## src/hdl/bmc_pkg.sv

```systemverilog
// constants, types and helpers shared by the burst modulation control block
package bmc_pkg;

  ////////////////////////////////////////////////////////////////////////////////
  // clock and timing
  localparam int CLK_FREQ_HZ = 50_000_000;
  localparam int RATE_DEFAULT_HZ = 100;
  localparam int RATE_PERIOD_DEFAULT = CLK_FREQ_HZ / RATE_DEFAULT_HZ;

  ////////////////////////////////////////////////////////////////////////////////
  // register byte offsets
  localparam int ADDR_W = 8;
  localparam logic [7:0] ADDR_CTRL = 8'h00;
  localparam logic [7:0] ADDR_COUNT = 8'h04;
  localparam logic [7:0] ADDR_RATE = 8'h08;
  localparam logic [7:0] ADDR_TRIG = 8'h0C;
  localparam logic [7:0] ADDR_PHASE = 8'h10;
  localparam logic [7:0] ADDR_STATUS = 8'h14;

  ////////////////////////////////////////////////////////////////////////////////
  // field positions
  localparam int CTRL_EN_BIT = 0;
  localparam int CTRL_MODE_BIT = 1;
  localparam int CTRL_SRC_LSB = 4;
  localparam int CTRL_LINE_LSB = 8;
  localparam int CTRL_MOD_LSB = 12;
  localparam int COUNT_INF_BIT = 16;
  localparam int STAT_BURST_BIT = 0;
  localparam int STAT_SYNC_BIT = 1;
  localparam int STAT_GATE_BIT = 2;
  localparam int STAT_RUN_BIT = 3;
  localparam int STAT_LEFT_LSB = 16;

  ////////////////////////////////////////////////////////////////////////////////
  // reset values and limits
  localparam logic [15:0] CYCLE_MIN = 16'h0001;
  localparam logic [15:0] CYCLE_MAX = 16'hC350;
  localparam logic [15:0] CYCLE_RESET = 16'h0001;
  localparam logic [15:0] PHASE_RESET = 16'h0000;
  localparam logic [1:0] RESP_OKAY = 2'h0;
  localparam logic [1:0] RESP_SLVERR = 2'h2;

  ////////////////////////////////////////////////////////////////////////////////
  // enumerations
  typedef enum logic [2:0] {
    SRC_INT,
    SRC_EXT,
    SRC_BUS,
    SRC_BACKPLANE,
    SRC_CHOICE_A
  } bmc_src_t;

  typedef enum logic [2:0] {
    MOD_NONE,
    MOD_AM,
    MOD_FM,
    MOD_FSK,
    MOD_BURST
  } bmc_mod_t;

  typedef enum logic {
    ST_IDLE,
    ST_BURST
  } bmc_state_t;

  ////////////////////////////////////////////////////////////////////////////////
  // helpers
  function automatic logic bmc_addr_known(input logic [7:0] a);
    bmc_addr_known = (a == ADDR_CTRL) || (a == ADDR_COUNT) || (a == ADDR_RATE) ||
                     (a == ADDR_TRIG) || (a == ADDR_PHASE) || (a == ADDR_STATUS);
  endfunction : bmc_addr_known

  function automatic logic [31:0] bmc_merge(input logic [31:0] old_v,
                                            input logic [31:0] new_v,
                                            input logic [3:0] strb);
    for (int i = 0; i < 4; i++) begin
      bmc_merge[i*8 +: 8] = strb[i] ? new_v[i*8 +: 8] : old_v[i*8 +: 8];
    end
  endfunction : bmc_merge

endpackage : bmc_pkg

```

## src/hdl/bmc_reg_if.sv

```systemverilog
// register access carrier between the bus slave and the burst control core
`timescale 1ns/1ns
interface bmc_reg_if;
  logic wr_en;
  logic [7:0] wr_addr;
  logic [31:0] wr_data;
  logic [3:0] wr_strb;
  logic [7:0] rd_addr;
  logic [31:0] rd_data;
  modport bus (output wr_en, output wr_addr, output wr_data, output wr_strb,
               output rd_addr, input rd_data);
  modport regs (input wr_en, input wr_addr, input wr_data, input wr_strb,
                input rd_addr, output rd_data);
endinterface : bmc_reg_if

```

## src/hdl/bmc_top.sv

```systemverilog
// burst modulation control core with its register file and bus slave
`timescale 1ns/1ns

// Operation
// only one modulation type active; enabling burst turns the previous one off
// software enables burst last, after all other settings are made
// mode select: internal gives counted bursts, external gives gated bursts
// counted burst starts on selected trigger, lasts programmed cycle count
// counted mode never bursts without a trigger from the selected source
// gated burst runs while gate is high, stops when gate goes low
// internal trigger source uses the repetition timer set by repeat rate
// trigger source resets to the internal repetition timer
// trigger_choice_a source request while burst is on selects the external connector
// bus source triggers on bus trigger message or trigger command
// backplane source picks one of eight lines, zero through seven
// external source uses front connector shared with frequency-shift keying
// connector or backplane trigger starts on rising edge, ignores repeat rate
// gated: waveform while gate high, dc offset held while gate low
// cycle count 1 to 50000 or infinite, reset to one cycle
// counted: sync low during burst, high after it until next burst
// triggers during a running burst are ignored until it completes
module bmc_top
  import bmc_pkg::*;
#(
  parameter logic [31:0] RATE_PERIOD = RATE_PERIOD_DEFAULT
) (
  // clock and reset
  input wire logic mclk,
  input wire logic nrst,
  // axi4-lite write
  input wire logic [7:0] awaddr,
  input wire logic awvalid,
  output logic awready,
  input wire logic [31:0] wdata,
  input wire logic [3:0] wstrb,
  input wire logic wvalid,
  output logic wready,
  output logic [1:0] bresp,
  output logic bvalid,
  input wire logic bready,
  // axi4-lite read
  input wire logic [7:0] araddr,
  input wire logic arvalid,
  output logic arready,
  output logic [31:0] rdata,
  output logic [1:0] rresp,
  output logic rvalid,
  input wire logic rready,
  // trigger and gate pins
  input wire logic ext_trig_pin,
  input wire logic [7:0] backplane_trigger_line,
  // host bus and waveform engine
  input wire logic bus_get_msg,
  input wire logic wave_cycle_done,
  // waveform control
  output logic wave_run,
  output logic hold_offset,
  output logic sync_out,
  output logic [15:0] burst_start_phase,
  output bmc_pkg::bmc_mod_t active_mod
);
  import bmc_pkg::*;

  bmc_reg_if rif ();

  bmc_src_t trigger_source_select, next_src;
  bmc_mod_t next_mod;
  bmc_state_t state, next_state;
  logic burst_mode_select, next_mode;
  logic [2:0] line_sel, next_line;
  logic [15:0] burst_cycle_count, next_count;
  logic count_inf, next_inf;
  logic [31:0] burst_repeat_rate, next_rate;
  logic [15:0] next_phase;
  logic [15:0] left, next_left;
  logic bus_trig, next_bus_trig;
  logic next_wave_run, next_hold, next_sync;
  logic [8:0] pin_s1, pin_s2, pin_prev;
  logic [8:0] pin_rise, pin_raw;
  logic burst_on, gated, timer_tick, trig, gate_level;
  bmc_src_t eff_src;
  logic [31:0] ctrl_rd, wr_ctrl, wr_count, wr_phase;
  logic [15:0] cnt_in;

  ////////////////////////////////////////////////////////////////////////////////
  // bus slave and repetition timer
  bmc_axil u_axil (
    .mclk(mclk),
    .nrst(nrst),
    .awaddr(awaddr),
    .awvalid(awvalid),
    .awready(awready),
    .wdata(wdata),
    .wstrb(wstrb),
    .wvalid(wvalid),
    .wready(wready),
    .bresp(bresp),
    .bvalid(bvalid),
    .bready(bready),
    .araddr(araddr),
    .arvalid(arvalid),
    .arready(arready),
    .rdata(rdata),
    .rresp(rresp),
    .rvalid(rvalid),
    .rready(rready),
    .rif(rif)
  );

  bmc_timer u_timer (
    .mclk(mclk),
    .nrst(nrst),
    .run(burst_on && !gated && eff_src == SRC_INT),
    .period(burst_repeat_rate),
    .tick(timer_tick)
  );

  ////////////////////////////////////////////////////////////////////////////////
  // pin synchronisers; bit 8 is the front connector
  assign pin_raw = {ext_trig_pin, backplane_trigger_line};
  genvar g;
  generate
    for (g = 0; g < 9; g++) begin : g_sync
      always_ff @(posedge mclk) begin
        if (!nrst) begin
          pin_s1[g] <= 1'b0;
          pin_s2[g] <= 1'b0;
          pin_prev[g] <= 1'b0;
        end else begin
          pin_s1[g] <= pin_raw[g];
          pin_s2[g] <= pin_s1[g];
          pin_prev[g] <= pin_s2[g];
        end
      end
      assign pin_rise[g] = pin_s2[g] && !pin_prev[g];
    end
  endgenerate

  ////////////////////////////////////////////////////////////////////////////////
  // source decode
  assign burst_on = (active_mod == MOD_BURST);
  assign gated = burst_mode_select;

  always_comb begin
    eff_src = trigger_source_select;
    if (trigger_source_select == SRC_CHOICE_A) begin
      eff_src = SRC_EXT;
    end
    if (gated && eff_src != SRC_BACKPLANE) begin
      eff_src = SRC_EXT;
    end
  end

  // one of eight backplane lines, else the shared front connector
  assign gate_level = (eff_src == SRC_BACKPLANE) ? pin_s2[line_sel] : pin_s2[8];

  always_comb begin
    case (eff_src)
      SRC_INT: trig = timer_tick;
      SRC_EXT: trig = pin_rise[8];
      SRC_BUS: trig = bus_trig || bus_get_msg;
      SRC_BACKPLANE: trig = pin_rise[line_sel];
      default: trig = 1'b0;
    endcase
  end

  ////////////////////////////////////////////////////////////////////////////////
  // counted burst sequencer
  always_comb begin
    next_state = state;
    next_left = left;
    if (!burst_on || gated) begin
      next_state = ST_IDLE;
      next_left = 16'h0000;
    end else begin
      case (state)
        ST_IDLE: begin
          if (trig) begin
            next_state = ST_BURST;
            next_left = burst_cycle_count;
          end
        end
        ST_BURST: begin
          // triggers are not looked at here
          if (wave_cycle_done && !count_inf) begin
            if (left <= 16'h0001) begin
              next_state = ST_IDLE;
              next_left = 16'h0000;
            end else begin
              next_left = left - 16'h0001;
            end
          end
        end
        default: begin
          next_state = ST_IDLE;
        end
      endcase
    end
  end

  always_comb begin
    if (!burst_on) begin
      next_wave_run = 1'b1;
      next_hold = 1'b0;
      next_sync = 1'b1;
    end else if (gated) begin
      next_wave_run = gate_level;
      next_hold = !gate_level;
      next_sync = gate_level;
    end else begin
      next_wave_run = (next_state == ST_BURST);
      next_hold = (next_state != ST_BURST);
      next_sync = (next_state != ST_BURST);
    end
  end

  ////////////////////////////////////////////////////////////////////////////////
  // register writes
  assign wr_ctrl = bmc_merge(ctrl_rd, rif.wr_data, rif.wr_strb);
  assign wr_count = bmc_merge({15'h0000, count_inf, burst_cycle_count}, rif.wr_data,
                              rif.wr_strb);
  assign cnt_in = wr_count[15:0];
  assign wr_phase = bmc_merge({16'h0000, burst_start_phase}, rif.wr_data, rif.wr_strb);

  always_comb begin
    next_mod = active_mod;
    next_mode = burst_mode_select;
    next_src = trigger_source_select;
    next_line = line_sel;
    next_count = burst_cycle_count;
    next_inf = count_inf;
    next_rate = burst_repeat_rate;
    next_phase = burst_start_phase;
    next_bus_trig = 1'b0;
    if (rif.wr_en) begin
      case (rif.wr_addr)
        ADDR_CTRL: begin
          next_mode = wr_ctrl[CTRL_MODE_BIT];
          next_line = wr_ctrl[CTRL_LINE_LSB +: 3];
          if (wr_ctrl[CTRL_EN_BIT]) begin
            next_mod = MOD_BURST;
          end else if (wr_ctrl[CTRL_MOD_LSB +: 3] >= MOD_BURST) begin
            next_mod = MOD_NONE;
          end else begin
            next_mod = bmc_mod_t'(wr_ctrl[CTRL_MOD_LSB +: 3]);
          end
          if (wr_ctrl[CTRL_SRC_LSB +: 3] > SRC_CHOICE_A) begin
            next_src = trigger_source_select;
          end else if (wr_ctrl[CTRL_SRC_LSB +: 3] == SRC_CHOICE_A &&
                       (next_mod == MOD_BURST)) begin
            next_src = SRC_EXT;
          end else begin
            next_src = bmc_src_t'(wr_ctrl[CTRL_SRC_LSB +: 3]);
          end
        end
        ADDR_COUNT: begin
          next_inf = wr_count[COUNT_INF_BIT];
          if (cnt_in < CYCLE_MIN) begin
            next_count = CYCLE_MIN;
          end else if (cnt_in > CYCLE_MAX) begin
            next_count = CYCLE_MAX;
          end else begin
            next_count = cnt_in;
          end
        end
        ADDR_RATE: begin
          next_rate = bmc_merge(burst_repeat_rate, rif.wr_data, rif.wr_strb);
          if (next_rate == 32'h0000_0000) begin
            next_rate = 32'h0000_0001;
          end
        end
        ADDR_TRIG: next_bus_trig = 1'b1;
        ADDR_PHASE: begin
          next_phase = wr_phase[15:0];
        end
        default: next_bus_trig = 1'b0;
      endcase
    end
  end

  ////////////////////////////////////////////////////////////////////////////////
  // read mux
  always_comb begin
    ctrl_rd = 32'h0000_0000;
    ctrl_rd[CTRL_EN_BIT] = burst_on;
    ctrl_rd[CTRL_MODE_BIT] = burst_mode_select;
    ctrl_rd[CTRL_SRC_LSB +: 3] = trigger_source_select;
    ctrl_rd[CTRL_LINE_LSB +: 3] = line_sel;
    ctrl_rd[CTRL_MOD_LSB +: 3] = active_mod;
    case (rif.rd_addr)
      ADDR_CTRL: rif.rd_data = ctrl_rd;
      ADDR_COUNT: rif.rd_data = {15'h0000, count_inf, burst_cycle_count};
      ADDR_RATE: rif.rd_data = burst_repeat_rate;
      ADDR_PHASE: rif.rd_data = {16'h0000, burst_start_phase};
      ADDR_STATUS: begin
        rif.rd_data = 32'h0000_0000;
        rif.rd_data[STAT_BURST_BIT] = (state == ST_BURST);
        rif.rd_data[STAT_SYNC_BIT] = sync_out;
        rif.rd_data[STAT_GATE_BIT] = gate_level;
        rif.rd_data[STAT_RUN_BIT] = wave_run;
        rif.rd_data[STAT_LEFT_LSB +: 16] = left;
      end
      default: rif.rd_data = 32'h0000_0000;
    endcase
  end

  ////////////////////////////////////////////////////////////////////////////////
  // state registers
  always_ff @(posedge mclk) begin
    if (!nrst) begin
      active_mod <= MOD_NONE;
      burst_mode_select <= 1'b0;
      trigger_source_select <= SRC_INT;
      line_sel <= 3'h0;
      burst_cycle_count <= CYCLE_RESET;
      count_inf <= 1'b0;
      burst_repeat_rate <= RATE_PERIOD;
      burst_start_phase <= PHASE_RESET;
      bus_trig <= 1'b0;
      state <= ST_IDLE;
      left <= 16'h0000;
      wave_run <= 1'b1;
      hold_offset <= 1'b0;
      sync_out <= 1'b1;
    end else begin
      active_mod <= next_mod;
      burst_mode_select <= next_mode;
      trigger_source_select <= next_src;
      line_sel <= next_line;
      burst_cycle_count <= next_count;
      count_inf <= next_inf;
      burst_repeat_rate <= next_rate;
      burst_start_phase <= next_phase;
      bus_trig <= next_bus_trig;
      state <= next_state;
      left <= next_left;
      wave_run <= next_wave_run;
      hold_offset <= next_hold;
      sync_out <= next_sync;
    end
  end

endmodule : bmc_top

```

## src/hdl/bmc_axil.sv

```systemverilog
// axi4-lite slave that turns bus transfers into single-cycle register accesses
`timescale 1ns/1ns
module bmc_axil
  import bmc_pkg::*;
(
  // clock and reset
  input wire logic mclk,
  input wire logic nrst,
  // write address and data
  input wire logic [7:0] awaddr,
  input wire logic awvalid,
  output logic awready,
  input wire logic [31:0] wdata,
  input wire logic [3:0] wstrb,
  input wire logic wvalid,
  output logic wready,
  // write response
  output logic [1:0] bresp,
  output logic bvalid,
  input wire logic bready,
  // read
  input wire logic [7:0] araddr,
  input wire logic arvalid,
  output logic arready,
  output logic [31:0] rdata,
  output logic [1:0] rresp,
  output logic rvalid,
  input wire logic rready,
  // register side
  bmc_reg_if.bus rif
);
  import bmc_pkg::*;

  logic aw_full, w_full, next_aw_full, next_w_full;
  logic [7:0] aw_q, next_aw_q;
  logic [31:0] w_q, next_w_q;
  logic [3:0] s_q, next_s_q;
  logic next_bvalid, next_rvalid, do_wr;
  logic [1:0] next_bresp, next_rresp;
  logic [31:0] next_rdata;

  ////////////////////////////////////////////////////////////////////////////////
  // write path: address and data taken in either order
  assign do_wr = aw_full && w_full && !bvalid;
  assign rif.wr_en = do_wr;
  assign rif.wr_addr = aw_q;
  assign rif.wr_data = w_q;
  assign rif.wr_strb = s_q;
  assign rif.rd_addr = araddr;

  always_comb begin
    next_aw_full = aw_full;
    next_w_full = w_full;
    next_aw_q = aw_q;
    next_w_q = w_q;
    next_s_q = s_q;
    next_bvalid = bvalid;
    next_bresp = bresp;
    if (awvalid && awready) begin
      next_aw_full = 1'b1;
      next_aw_q = awaddr;
    end
    if (wvalid && wready) begin
      next_w_full = 1'b1;
      next_w_q = wdata;
      next_s_q = wstrb;
    end
    if (do_wr) begin
      next_aw_full = 1'b0;
      next_w_full = 1'b0;
      next_bvalid = 1'b1;
      next_bresp = bmc_addr_known(aw_q) ? RESP_OKAY : RESP_SLVERR;
    end else if (bvalid && bready) begin
      next_bvalid = 1'b0;
    end
  end

  ////////////////////////////////////////////////////////////////////////////////
  // read path: one cycle from address to data
  always_comb begin
    next_rvalid = rvalid;
    next_rdata = rdata;
    next_rresp = rresp;
    if (arvalid && arready) begin
      next_rvalid = 1'b1;
      next_rdata = bmc_addr_known(araddr) ? rif.rd_data : 32'h0000_0000;
      next_rresp = bmc_addr_known(araddr) ? RESP_OKAY : RESP_SLVERR;
    end else if (rvalid && rready) begin
      next_rvalid = 1'b0;
    end
  end

  always_ff @(posedge mclk) begin
    if (!nrst) begin
      aw_full <= 1'b0;
      w_full <= 1'b0;
      aw_q <= 8'h00;
      w_q <= 32'h0000_0000;
      s_q <= 4'h0;
      bvalid <= 1'b0;
      bresp <= RESP_OKAY;
      rvalid <= 1'b0;
      rdata <= 32'h0000_0000;
      rresp <= RESP_OKAY;
      awready <= 1'b0;
      wready <= 1'b0;
      arready <= 1'b0;
    end else begin
      aw_full <= next_aw_full;
      w_full <= next_w_full;
      aw_q <= next_aw_q;
      w_q <= next_w_q;
      s_q <= next_s_q;
      bvalid <= next_bvalid;
      bresp <= next_bresp;
      rvalid <= next_rvalid;
      rdata <= next_rdata;
      rresp <= next_rresp;
      awready <= !next_aw_full && !next_bvalid && !(awvalid && awready);
      wready <= !next_w_full && !next_bvalid && !(wvalid && wready);
      arready <= !next_rvalid && !(arvalid && arready);
    end
  end

endmodule : bmc_axil

```

## src/hdl/bmc_timer.sv

```systemverilog
// repetition timer that pulses once per programmed period while running
`timescale 1ns/1ns
module bmc_timer (
  // clock and reset
  input wire logic mclk,
  input wire logic nrst,
  // control
  input wire logic run,
  input wire logic [31:0] period,
  // event
  output logic tick
);

  logic [31:0] cnt, next_cnt;
  logic next_tick;

  always_comb begin
    next_cnt = cnt;
    next_tick = 1'b0;
    if (!run) begin
      next_cnt = 32'h0000_0000;
    end else if (cnt + 32'h0000_0001 >= period) begin
      next_cnt = 32'h0000_0000;
      next_tick = 1'b1;
    end else begin
      next_cnt = cnt + 32'h0000_0001;
    end
  end

  always_ff @(posedge mclk) begin
    if (!nrst) begin
      cnt <= 32'h0000_0000;
      tick <= 1'b0;
    end else begin
      cnt <= next_cnt;
      tick <= next_tick;
    end
  end

endmodule : bmc_timer

```

## config.mk

```make
export PLATFORM = sky130hd
export DESIGN_NAME = bmc_top
export DESIGN_NICKNAME = d
export VERILOG_FILES = /design/src/hdl/bmc_pkg.sv /design/src/hdl/bmc_reg_if.sv /design/src/hdl/bmc_top.sv /design/src/hdl/bmc_axil.sv /design/src/hdl/bmc_timer.sv
export SDC_FILE = /design/constraint.sdc
export NUM_CORES = 1
export LEC_CHECK = 0
export BUFFER_PORTS_ARGS = -buffer_cell sky130_fd_sc_hd__buf_2
export CAP_MARGIN = 15
export CORE_UTILIZATION = 32
export DETAILED_ROUTE_END_ITERATION = 12
export GPL_ROUTABILITY_DRIVEN = 0
export SKIP_CTS_REPAIR_TIMING = 1
export SLEW_MARGIN = 20
export SYNTH_ARGS = -nofsm -noshare
export SYNTH_HDL_FRONTEND = slang
export SYNTH_SLANG_ARGS = --single-unit
```

## constraint.sdc

```tcl
create_clock -name mclk -period 6.87 [get_ports mclk]
set_input_delay 1.0305 -clock mclk [delete_from_list [all_inputs] [get_ports mclk]]
set_output_delay 1.0305 -clock mclk [all_outputs]
set_load 0.05 [all_outputs]
```

### Yosys cells after proc, flatten, opt, wreduce, memory -nomap -nowiden

Index checks and enable logic that the tools add are counted.

* add/subtract/negate cells: 2
* eq/ne operators: 20
* reduce and logical (&&, ||, !) cells: 78
* muxes and demuxes: 50
* magnitude comparators: 7
* bitwise gates (word level): 5

Operators with widths (number)
* $pmux 32 s5: 1
* $mux 16: 5
* $mux 32: 2
* $mux 8: 6
* $add 32x1->32 const B: 1
* $eq 8x4->1 const B: 4
* $eq 8x5->1 const B: 4
* $ge 32x32->1: 1
* $logic_not 32->1: 1
* $pmux 16 s2: 1
* $logic_and 1x1->1: 26
* $logic_not 1->1: 21
* $mux 3: 7
* $mux 1: 20
* $reduce_and 3->1: 6
* $eq 8x3->1 const B: 2
* $gt 16x16->1 const B: 1
* $le 16x1->1 const B: 1
* $logic_not 8->1: 2
* $lt 16x1->1 const B: 1
* $sub 16x1->16 const B: 1
* $mux 7: 2
* $reduce_and 2->1: 7
* $eq 3x3->1 const B: 4
* 17 further kinds: 35

* bits of input ports: 70
* bits in registers: 243
* word-level logic and storage cells: 219

### Longest topological paths before layout

Gate-level depths: netlist of run 1.

* depth after elaboration: 12
* mapped depth: 16
* depth with buffers taken out: 15

### Hierarchy

Synthesis of run 1 repeated with hierarchy kept, for this count alone.

* cell total of the unflattened synthesis: 1399
* area, all modules: 12049.1 um^2

Modules (own cells, without submodules)
* bmc_top: cells an instance 743, area an instance 6172.2 um^2, sequential area each 2462.4 um^2, times used 1
* bmc_axil: cells an instance 385, area an instance 3383.2 um^2, sequential area each 1701.6 um^2, times used 1
* bmc_timer: cells an instance 271, area an instance 2493.6 um^2, sequential area each 660.6 um^2, times used 1

### Least setup slack after synthesis of run 1

Ideal clock, no wire load.

* kind: register -> register
* from: register u_timer.cnt[0]
* to: register u_timer.cnt[23]
* slack: 3.517 ns
* stages on the path, launching flop included: 16
* clock period less this slack: 3.353 ns
* data required time: 6.752 ns
* arrival: 3.235 ns
* library setup time: 0.118 ns
* path through: dfxtp_1 -> ha_1 -> nand3_1 -> nor2_1 -> and2_0 -> nand3_1 -> xnor2_1 -> ha_1 -> nand4_1 -> or4_1 -> o32a_1 -> o211ai_1 -> a211oi_1 -> o31ai_2 -> buf_2 -> nor2b_1

* cells in the longest elaborated chain, start to end: 3

RTL lines
* from (decl): RTL line bmc_timer.sv:14 `logic [31:0] cnt, next_cnt;`
* from (signal assigned): RTL line bmc_timer.sv:35 `cnt <= next_cnt;`
* $add 32x1->32 *: RTL line bmc_timer.sv:22, bmc_timer.sv:26
* $ge 32x32->1: RTL line bmc_timer.sv:22 `end else if (cnt + 32'h0000_0001 >= period) begin`
* $reduce_or 3->1 (no line)

Mark *: on every way between the ends. The rest lies on a longest branch, timed or not.
A chain may end at the register's enable or synchronous reset.

### Worst setup path after layout of run 1

* from: register u_timer.cnt[0]
* to: register u_timer.cnt[10]

Same word-level chain as after synthesis.

==> results of run 1 <==
per-layer routing:
metal	track usage, %	vias to the layer above	share of wire [%]
met3	3.32	80	6.1
met2	29.5	309	46
met1	23.0	4709	44
met5	0	-	0.043
met4	7.88	2	4.2
li1	-	4893	-
cell families (layout without fill, tap and decap cells):
group,count (synthesis),in the layout
AOI/OAI and AO/OA,308,308
muxes,41,41
xor gates and xnor gates,35,35
and+or+nand+nor,562,562
DFF,241,241
other,1,3
buffers and inverters,122,236
adders and majority gates,35,35
cell usage after synthesis, drive strengths merged (6+ instances only):
library cell  count
dfxtp           241
nand2           217
a21oi           130
nor2             83
o21ai            72
clkbuf           58
nand3            58
and2             51
inv              48
nor2b            47
ha               35
mux2i            28
nor3             23
a22oi            21
xnor2            20
nor4             18
buf              16
xor2             15
nand2b           13
nand4            12
a21o             11
a22o             10
and3              9
mux2              9
or4               9
a32o              8
a222oi            7
nor3b             6
final cells by class:
type                            count  area (µm²)  share of cell area (%)
Tap cell                          455         569                    4.33
Inverter                           48         183                    1.39
Antenna cell                        1        2.50                  0.0190
Sequential cell                   241        4820                    36.7
Clock buffer                       30         684                    5.21
Timing Repair Buffer              142         748                    5.69
Multi-Input combinational cell    983        5920                    45.0
Clock inverter                     16         218                    1.66
per-stage QoR:
step	hold WS [ps]	area, µm²	setup slack (ps)	cells	util, %
after detailed placement	417	12200	2690	1869	35.5
after floorplan	412	11200	3520	1346	-
after global routing	446	13100	2320	1915	38.1
final	431	13100	2720	1916	38.2
after global placement	417	12200	2590	1868	35.5
after CTS	431	13100	2660	1915	38.1
power by group through the flow:
stage / logic [µW] / clock network (µW) / registers, µW
6_report: 142 / 1490 / 1450
5_1_grt: 156 / 1570 / 1450
4_1_cts: 142 / 1510 / 1450
3_5_place_dp: 142 / 0 / 1480
3_3_place_gp: 140 / 0 / 1480
2_1_floorplan: 85.1 / 0 / 1480
worst max-delay path, cell delays in order (launching register included):
cell and delay (ps):
dfxtp_1 410, ha_1 220, nand3_1 110, nor2_1 190, and2_0 320, nand3_1 140, xnor2_1 160, ha_1 300
nand4_1 120, or4_1 540, o32a_1 290, o211ai_1 100, a211oi_1 160, o31ai_4 690, buf_8 230, nor2b_1 50
how the worst max path moves through the flow:
stage / startpoint / cells past startpoint / end / slack (ps)
2_1_floorplan: u_timer.cnt[0]$_SDFF_PP0_ / 15 / u_timer.cnt[23]$_SDFF_PP0_ / 3520
3_3_place_gp: u_timer.cnt[0]$_SDFF_PP0_ / 14 / u_timer.cnt[12]$_SDFF_PP0_ / 2590
3_5_place_dp: u_timer.cnt[0]$_SDFF_PP0_ / 15 / u_timer.cnt[10]$_SDFF_PP0_ / 2690
4_1_cts: u_timer.cnt[0]$_SDFF_PP0_ / 15 / u_timer.cnt[6]$_SDFF_PP0_ / 2660
5_1_grt: u_timer.cnt[0]$_SDFF_PP0_ / 15 / u_timer.cnt[4]$_SDFF_PP0_ / 2320
6_report: u_timer.cnt[0]$_SDFF_PP0_ / 15 / u_timer.cnt[10]$_SDFF_PP0_ / 2720
registers in the layout, summed over array words and instances, names as in the netlist, 9 cells and up:
signal,flops
burst_repeat_rate,32
u_axil.rdata,32
u_axil.rif.wr_data,32
u_timer.cnt,32
burst_cycle_count,16
burst_start_phase,16
left,16
pin_prev,9
pin_s1,9
pin_s2,9
==> impl_results.md, run 1 <==
- Power density over the cells: 234 nW/µm²
- Peak supply drop: 0.000187 V
- Die Area: 35800 µm²
- Hpwl dp: 24200 µm
- Final min period: 4150 ps
- First-pass GRT wire length: 51400 µm
- DRC viols: 0
- Switching component of the power: 705 µW
- Root buf cell: clkbuf_16
- Core ar.: 34500 µm²
- Worst Path Required: 7290 ps
- CTS tree: done
- R2R depth: 15
- First-pass detailed-route iteration total: 8
- Post-synthesis register bit count: 241
- Crit start category: register
- Max Cap Viol: 0
- Synth top area share: 43.1%
- Worst slew pin tran: 964 ps
- CTS sink cnt: 241
- Cell-internal power: 2370 µW
- P_leak: 0.00516 µW
- Clk pin slew, worst setup/hold paths: 60 ps
- Switching Share: 22.9%
- Worst skew pair latency: 540 ps
- Overflow after GRT: 0
- Hold WC Path Type: reg2reg
- Hold path cells: 1
- Post-synth EDFFs: 0
- Status: completed
- Synth Area in Simple Gates: 24.6%
- Pin count of the biggest net entering global routing: 69
- Crit path DAT: 4580 ps
- Initial DRC count: 686
- Die Y: 189 µm
- Post-synthesis compound-gate area fraction: 17.1%
- Main combinational cell family by area after synthesis: simple AND/OR/NAND/NOR gates
- GRT Util Overall: 18.0%
- Cells after synthesis: 1345
- Final slew viol count: 0
- Post-synthesis mux area share: 4.21%
- Final Hold Vio Count: 0
- Number of global-route vias before repair: 9379
- Crit-path max FO: 19
- Final setup fails: 0
- Yosys top cell by area: dfxtp_1
- Synth area leaders: dfxtp_1 (43%), nand2_1 (7.3%), a21oi_1 (5.8%)
- Post-DRT Antenna Nets: 0
- Clk pwr share: 48.3%
- Average size of a mapped cell: 8.33 µm²
- Skew final: 19.2 ps
- Cell row count: 68
- Crit path kind: reg2reg
- Post-synthesis cell area: 11200 µm²
- Tot Pwr: 3080 µW
- Post-DR vias/cell: 5.22
- Critical hold path startpoint: pin_s1[2]$_SDFF_PN0_
- Synth Area in XOR/XNOR: 2.74%
- Seq pwr share: 47.0%
- Vias post-DR: 9993
- Drt total wl: 32700 µm
- Synth Warn #: 0
- Max Root-Sink Buffers: 3
- Wirelength per Cell: 17.1 µm
- Area share of fa/ha/maj cells after synthesis: 3.91%
- Share of layout cells above drive strength 1: 15.3%
- Total clock buffers created by CTS: 25
- Buffers on Ports: 130
- Fillers: 3528
- Die extent in x: 189 µm
- Nets: 1546
- Final period util: 60.5%
- Slew margin rel.: 35.5%
- Distinct cell type count after synthesis: 75
- RSZ-0062 raised after global routing: false
- R2R setup slack: 2720 ps
- Gate power share: 4.6%
- WHS Endpoint: pin_s2[2]$_SDFF_PN0_
- # IOs: 133
- Initial Util: 32.5%
- Worst reg2reg startpoint: u_timer.cnt[0]$_SDFF_PP0_
- CP Capture Type: register
- Initial antenna violation count: 1
- Synth Flop Type: dfxtp_1
- Commonest non-fill, non-tap cell in the layout: dfxtp_1
- FMAX: 241 MHz
- Post-synthesis sequential area ratio: 43.1%
- Setup TNS: 0 ps
- R2r endpoint: u_timer.cnt[10]$_SDFF_PP0_
- Area grow syn2layout: 17.3%
- Share of flip-flops with an asynchronous set or reset after synthesis: 0%
- H-Tree Depth: 1
- Most frequent cells in the layout: dfxtp_1 (241), nand2_1 (217), a21oi_1 (130), buf_2 (130), nor2_1 (81)
No activity file was read; power rests on OpenSTA's default activity.
==> inputs of run 2 (changes only) <==
Clock period 6.87 ns to 4.1 ns, I/O delays scaled along.
==> impl_results.md, run 2 (same netlist as run 1, synthesis figures left out) <==
- Status: completed
- Pre-CTS setup slack: 400 ps (-2280 ps)
- Crit-path max FO: 17 (-2)
- Overflow after GRT: 0 (unchanged)
- Worst Setup Slack, final: 416 ps (-2300 ps)
- Slew margin rel.: 28.0% (-7.5 points)
- Post-DRT Antenna Nets: 0 (unchanged)
- CTS sink cnt: 241 (unchanged)
- First-pass detailed-route iteration total: 5 (-3)
- Final Hold Vio Count: 0 (unchanged)
- GRT Util Overall: 18.1% (+0.093 points)
- Hold_ws: 288 ps (-143 ps)
- Fillers: 3587 (+1.7%)
- Clk pin slew, worst setup/hold paths: 60 ps (about the same)
- Worst slew pin tran: 1080 ps (+116 ps)
- Area grow syn2layout: 18.0%
- Post-DR vias/cell: 5.16 (-1.1%)
- FMAX: 271 MHz (+13%)
- Initial antenna violation count: 1 (unchanged)
- Nets: 1550 (+0.26%)
- Final setup fails: 0 (unchanged)
- R2R setup slack: 420 ps (-2300 ps)
- Skew final: 14.1 ps (-5.08 ps)
- Root buf cell: clkbuf_16
- Hpwl dp: 24200 µm (+0.16%)
- Drt total wl: 32700 µm (about the same)
- Inserted Diodes: 0 (-1)
- Number of global-route vias before repair: 9527 (+1.6%)
- Share of layout cells above drive strength 1: 15.4% (+0.095 points)
- # IOs: 133 (unchanged)
- CTS tree: done
- Die Y: 189 µm (unchanged)
- Die Area: 35800 µm² (unchanged)
- H-Tree Depth: 1 (unchanged)
- RSZ-0062 raised after global routing: false
- Vias post-DR: 9894 (-0.99%)
- Fin util: 38.4% (+0.23 points)
- CP Capture Type: register
- Setup TNS: 0 ps (unchanged)
- Crit path kind: reg2reg
- Max Cap Viol: 0 (unchanged)
- Final slew viol count: 0 (unchanged)
- Max Root-Sink Buffers: 3 (unchanged)
- Wirelength per Cell: 17.0 µm (-0.16%)
- Worst Path Required: 4510 ps (-2780 ps)
- First-pass GRT wire length: 52200 µm (+1.5%)
- Worst skew pair latency: 530 ps (about the same)
- Cell row count: 68 (unchanged)
- Most frequent cells in the layout: dfxtp_1 (241), nand2_1 (217), a21oi_1 (130), buf_2 (130), nor2_1 (81)
- Final period util: 89.9% (+29 points)
- Buffers on Ports: 130 (unchanged)
- Initial Util: 32.5% (unchanged)
- Total clock buffers created by CTS: 26 (+4.0%)
- Commonest non-fill, non-tap cell in the layout: dfxtp_1
- Final min period: 3680 ps (-469 ps)
- Crit path DAT: 4090 ps (-490 ps)
- Core ar.: 34500 µm² (unchanged)
- Peak supply drop: 0.000279 V (+49%)
- Die extent in x: 189 µm (unchanged)
- Initial DRC count: 734 (+7.0%)
- Crit start category: register
- DRC viols: 0 (unchanged)
- Power density over the cells: 400 nW/µm² (+71%)
- P_leak: 0.00520 µW (+0.73%)
- Pin count of the biggest net entering global routing: 103 (+49%)
- Hold WC Path Type: in2reg
==> run 2: cell types whose count changed in the layout (fill, tap and decap cells not counted), sizes merged <==
cell,delta
bufinv,+1
inv,-2
diode,-1
clkbuf,+3
buf,+3
clkinv,-1
==> run 2: cell type report <==
type                            instances  area (µm²)  share of cell area (%)
Timing Repair Buffer                  145         763                    5.77
Sequential cell                       241        4820                    36.5
Clock buffer                           33         738                    5.58
Inverter                               48         183                    1.38
Multi-Input combinational cell        983        5910                    44.7
Tap cell                              455         569                    4.30
Clock inverter                         14         236                    1.79
==> run 2: path summary, 6_finish.rpt <==
path                             startpoint                         end  depth (start not counted)
setup reg to reg  u_timer.cnt[0]$_SDFF_PP0_  u_timer.cnt[14]$_SDFF_PP0_                         15
setup / recovery  u_timer.cnt[0]$_SDFF_PP0_  u_timer.cnt[14]$_SDFF_PP0_                         15
hold / removal    backplane_trigger_line[3]        pin_s1[3]$_SDFF_PN0_                          2
hold reg to reg        pin_s1[6]$_SDFF_PN0_        pin_s2[6]$_SDFF_PN0_                          1
==> run 2: per-layer routing <==
| layer | share of wire, % | global-route usage [%] |
|---|---|---|
| met5 | 0 | 0 |
| met2 | 48 | 31.5 |
| met4 | 2.7 | 5.43 |
| met1 | 44 | 23.3 |
| met3 | 5.2 | 2.32 |
==> run 2: worst max-delay path, cell delays in order (launching register included) <==
cell and delay [ps]:
dfxtp_1 390, ha_1 210, nand3_1 110, nor2_1 190, and2_0 330, nand3_1 140
xnor2_1 150, ha_1 290, nand4_1 120, or4_1 530, o32a_1 300, o211ai_1 110
a211oi_1 160, o31ai_4 200, buf_4 250, nor2b_1 70
==> run 2: metrics by stage <==
stage | cells | instance area [µm²] | total power [µW]
after detailed placement | 1872 | 12300 | 2710
final | 1919 | 13200 | 5290
after floorplan | 1346 | 11200 | 2620
after global placement | 1872 | 12300 | 2710
after CTS | 1919 | 13200 | 5330
after global routing | 1919 | 13200 | 5460
==> run 2: report_power, final <==
part	total, µW	internal (µW)	switching, µW	leakage (µW)
Sequential	2430	2380	46.2	0.00195
Combinational	235	81.9	153	0.00277
Clock	2630	1650	979	0.000473
Total	5290	4120	1180	0.00520
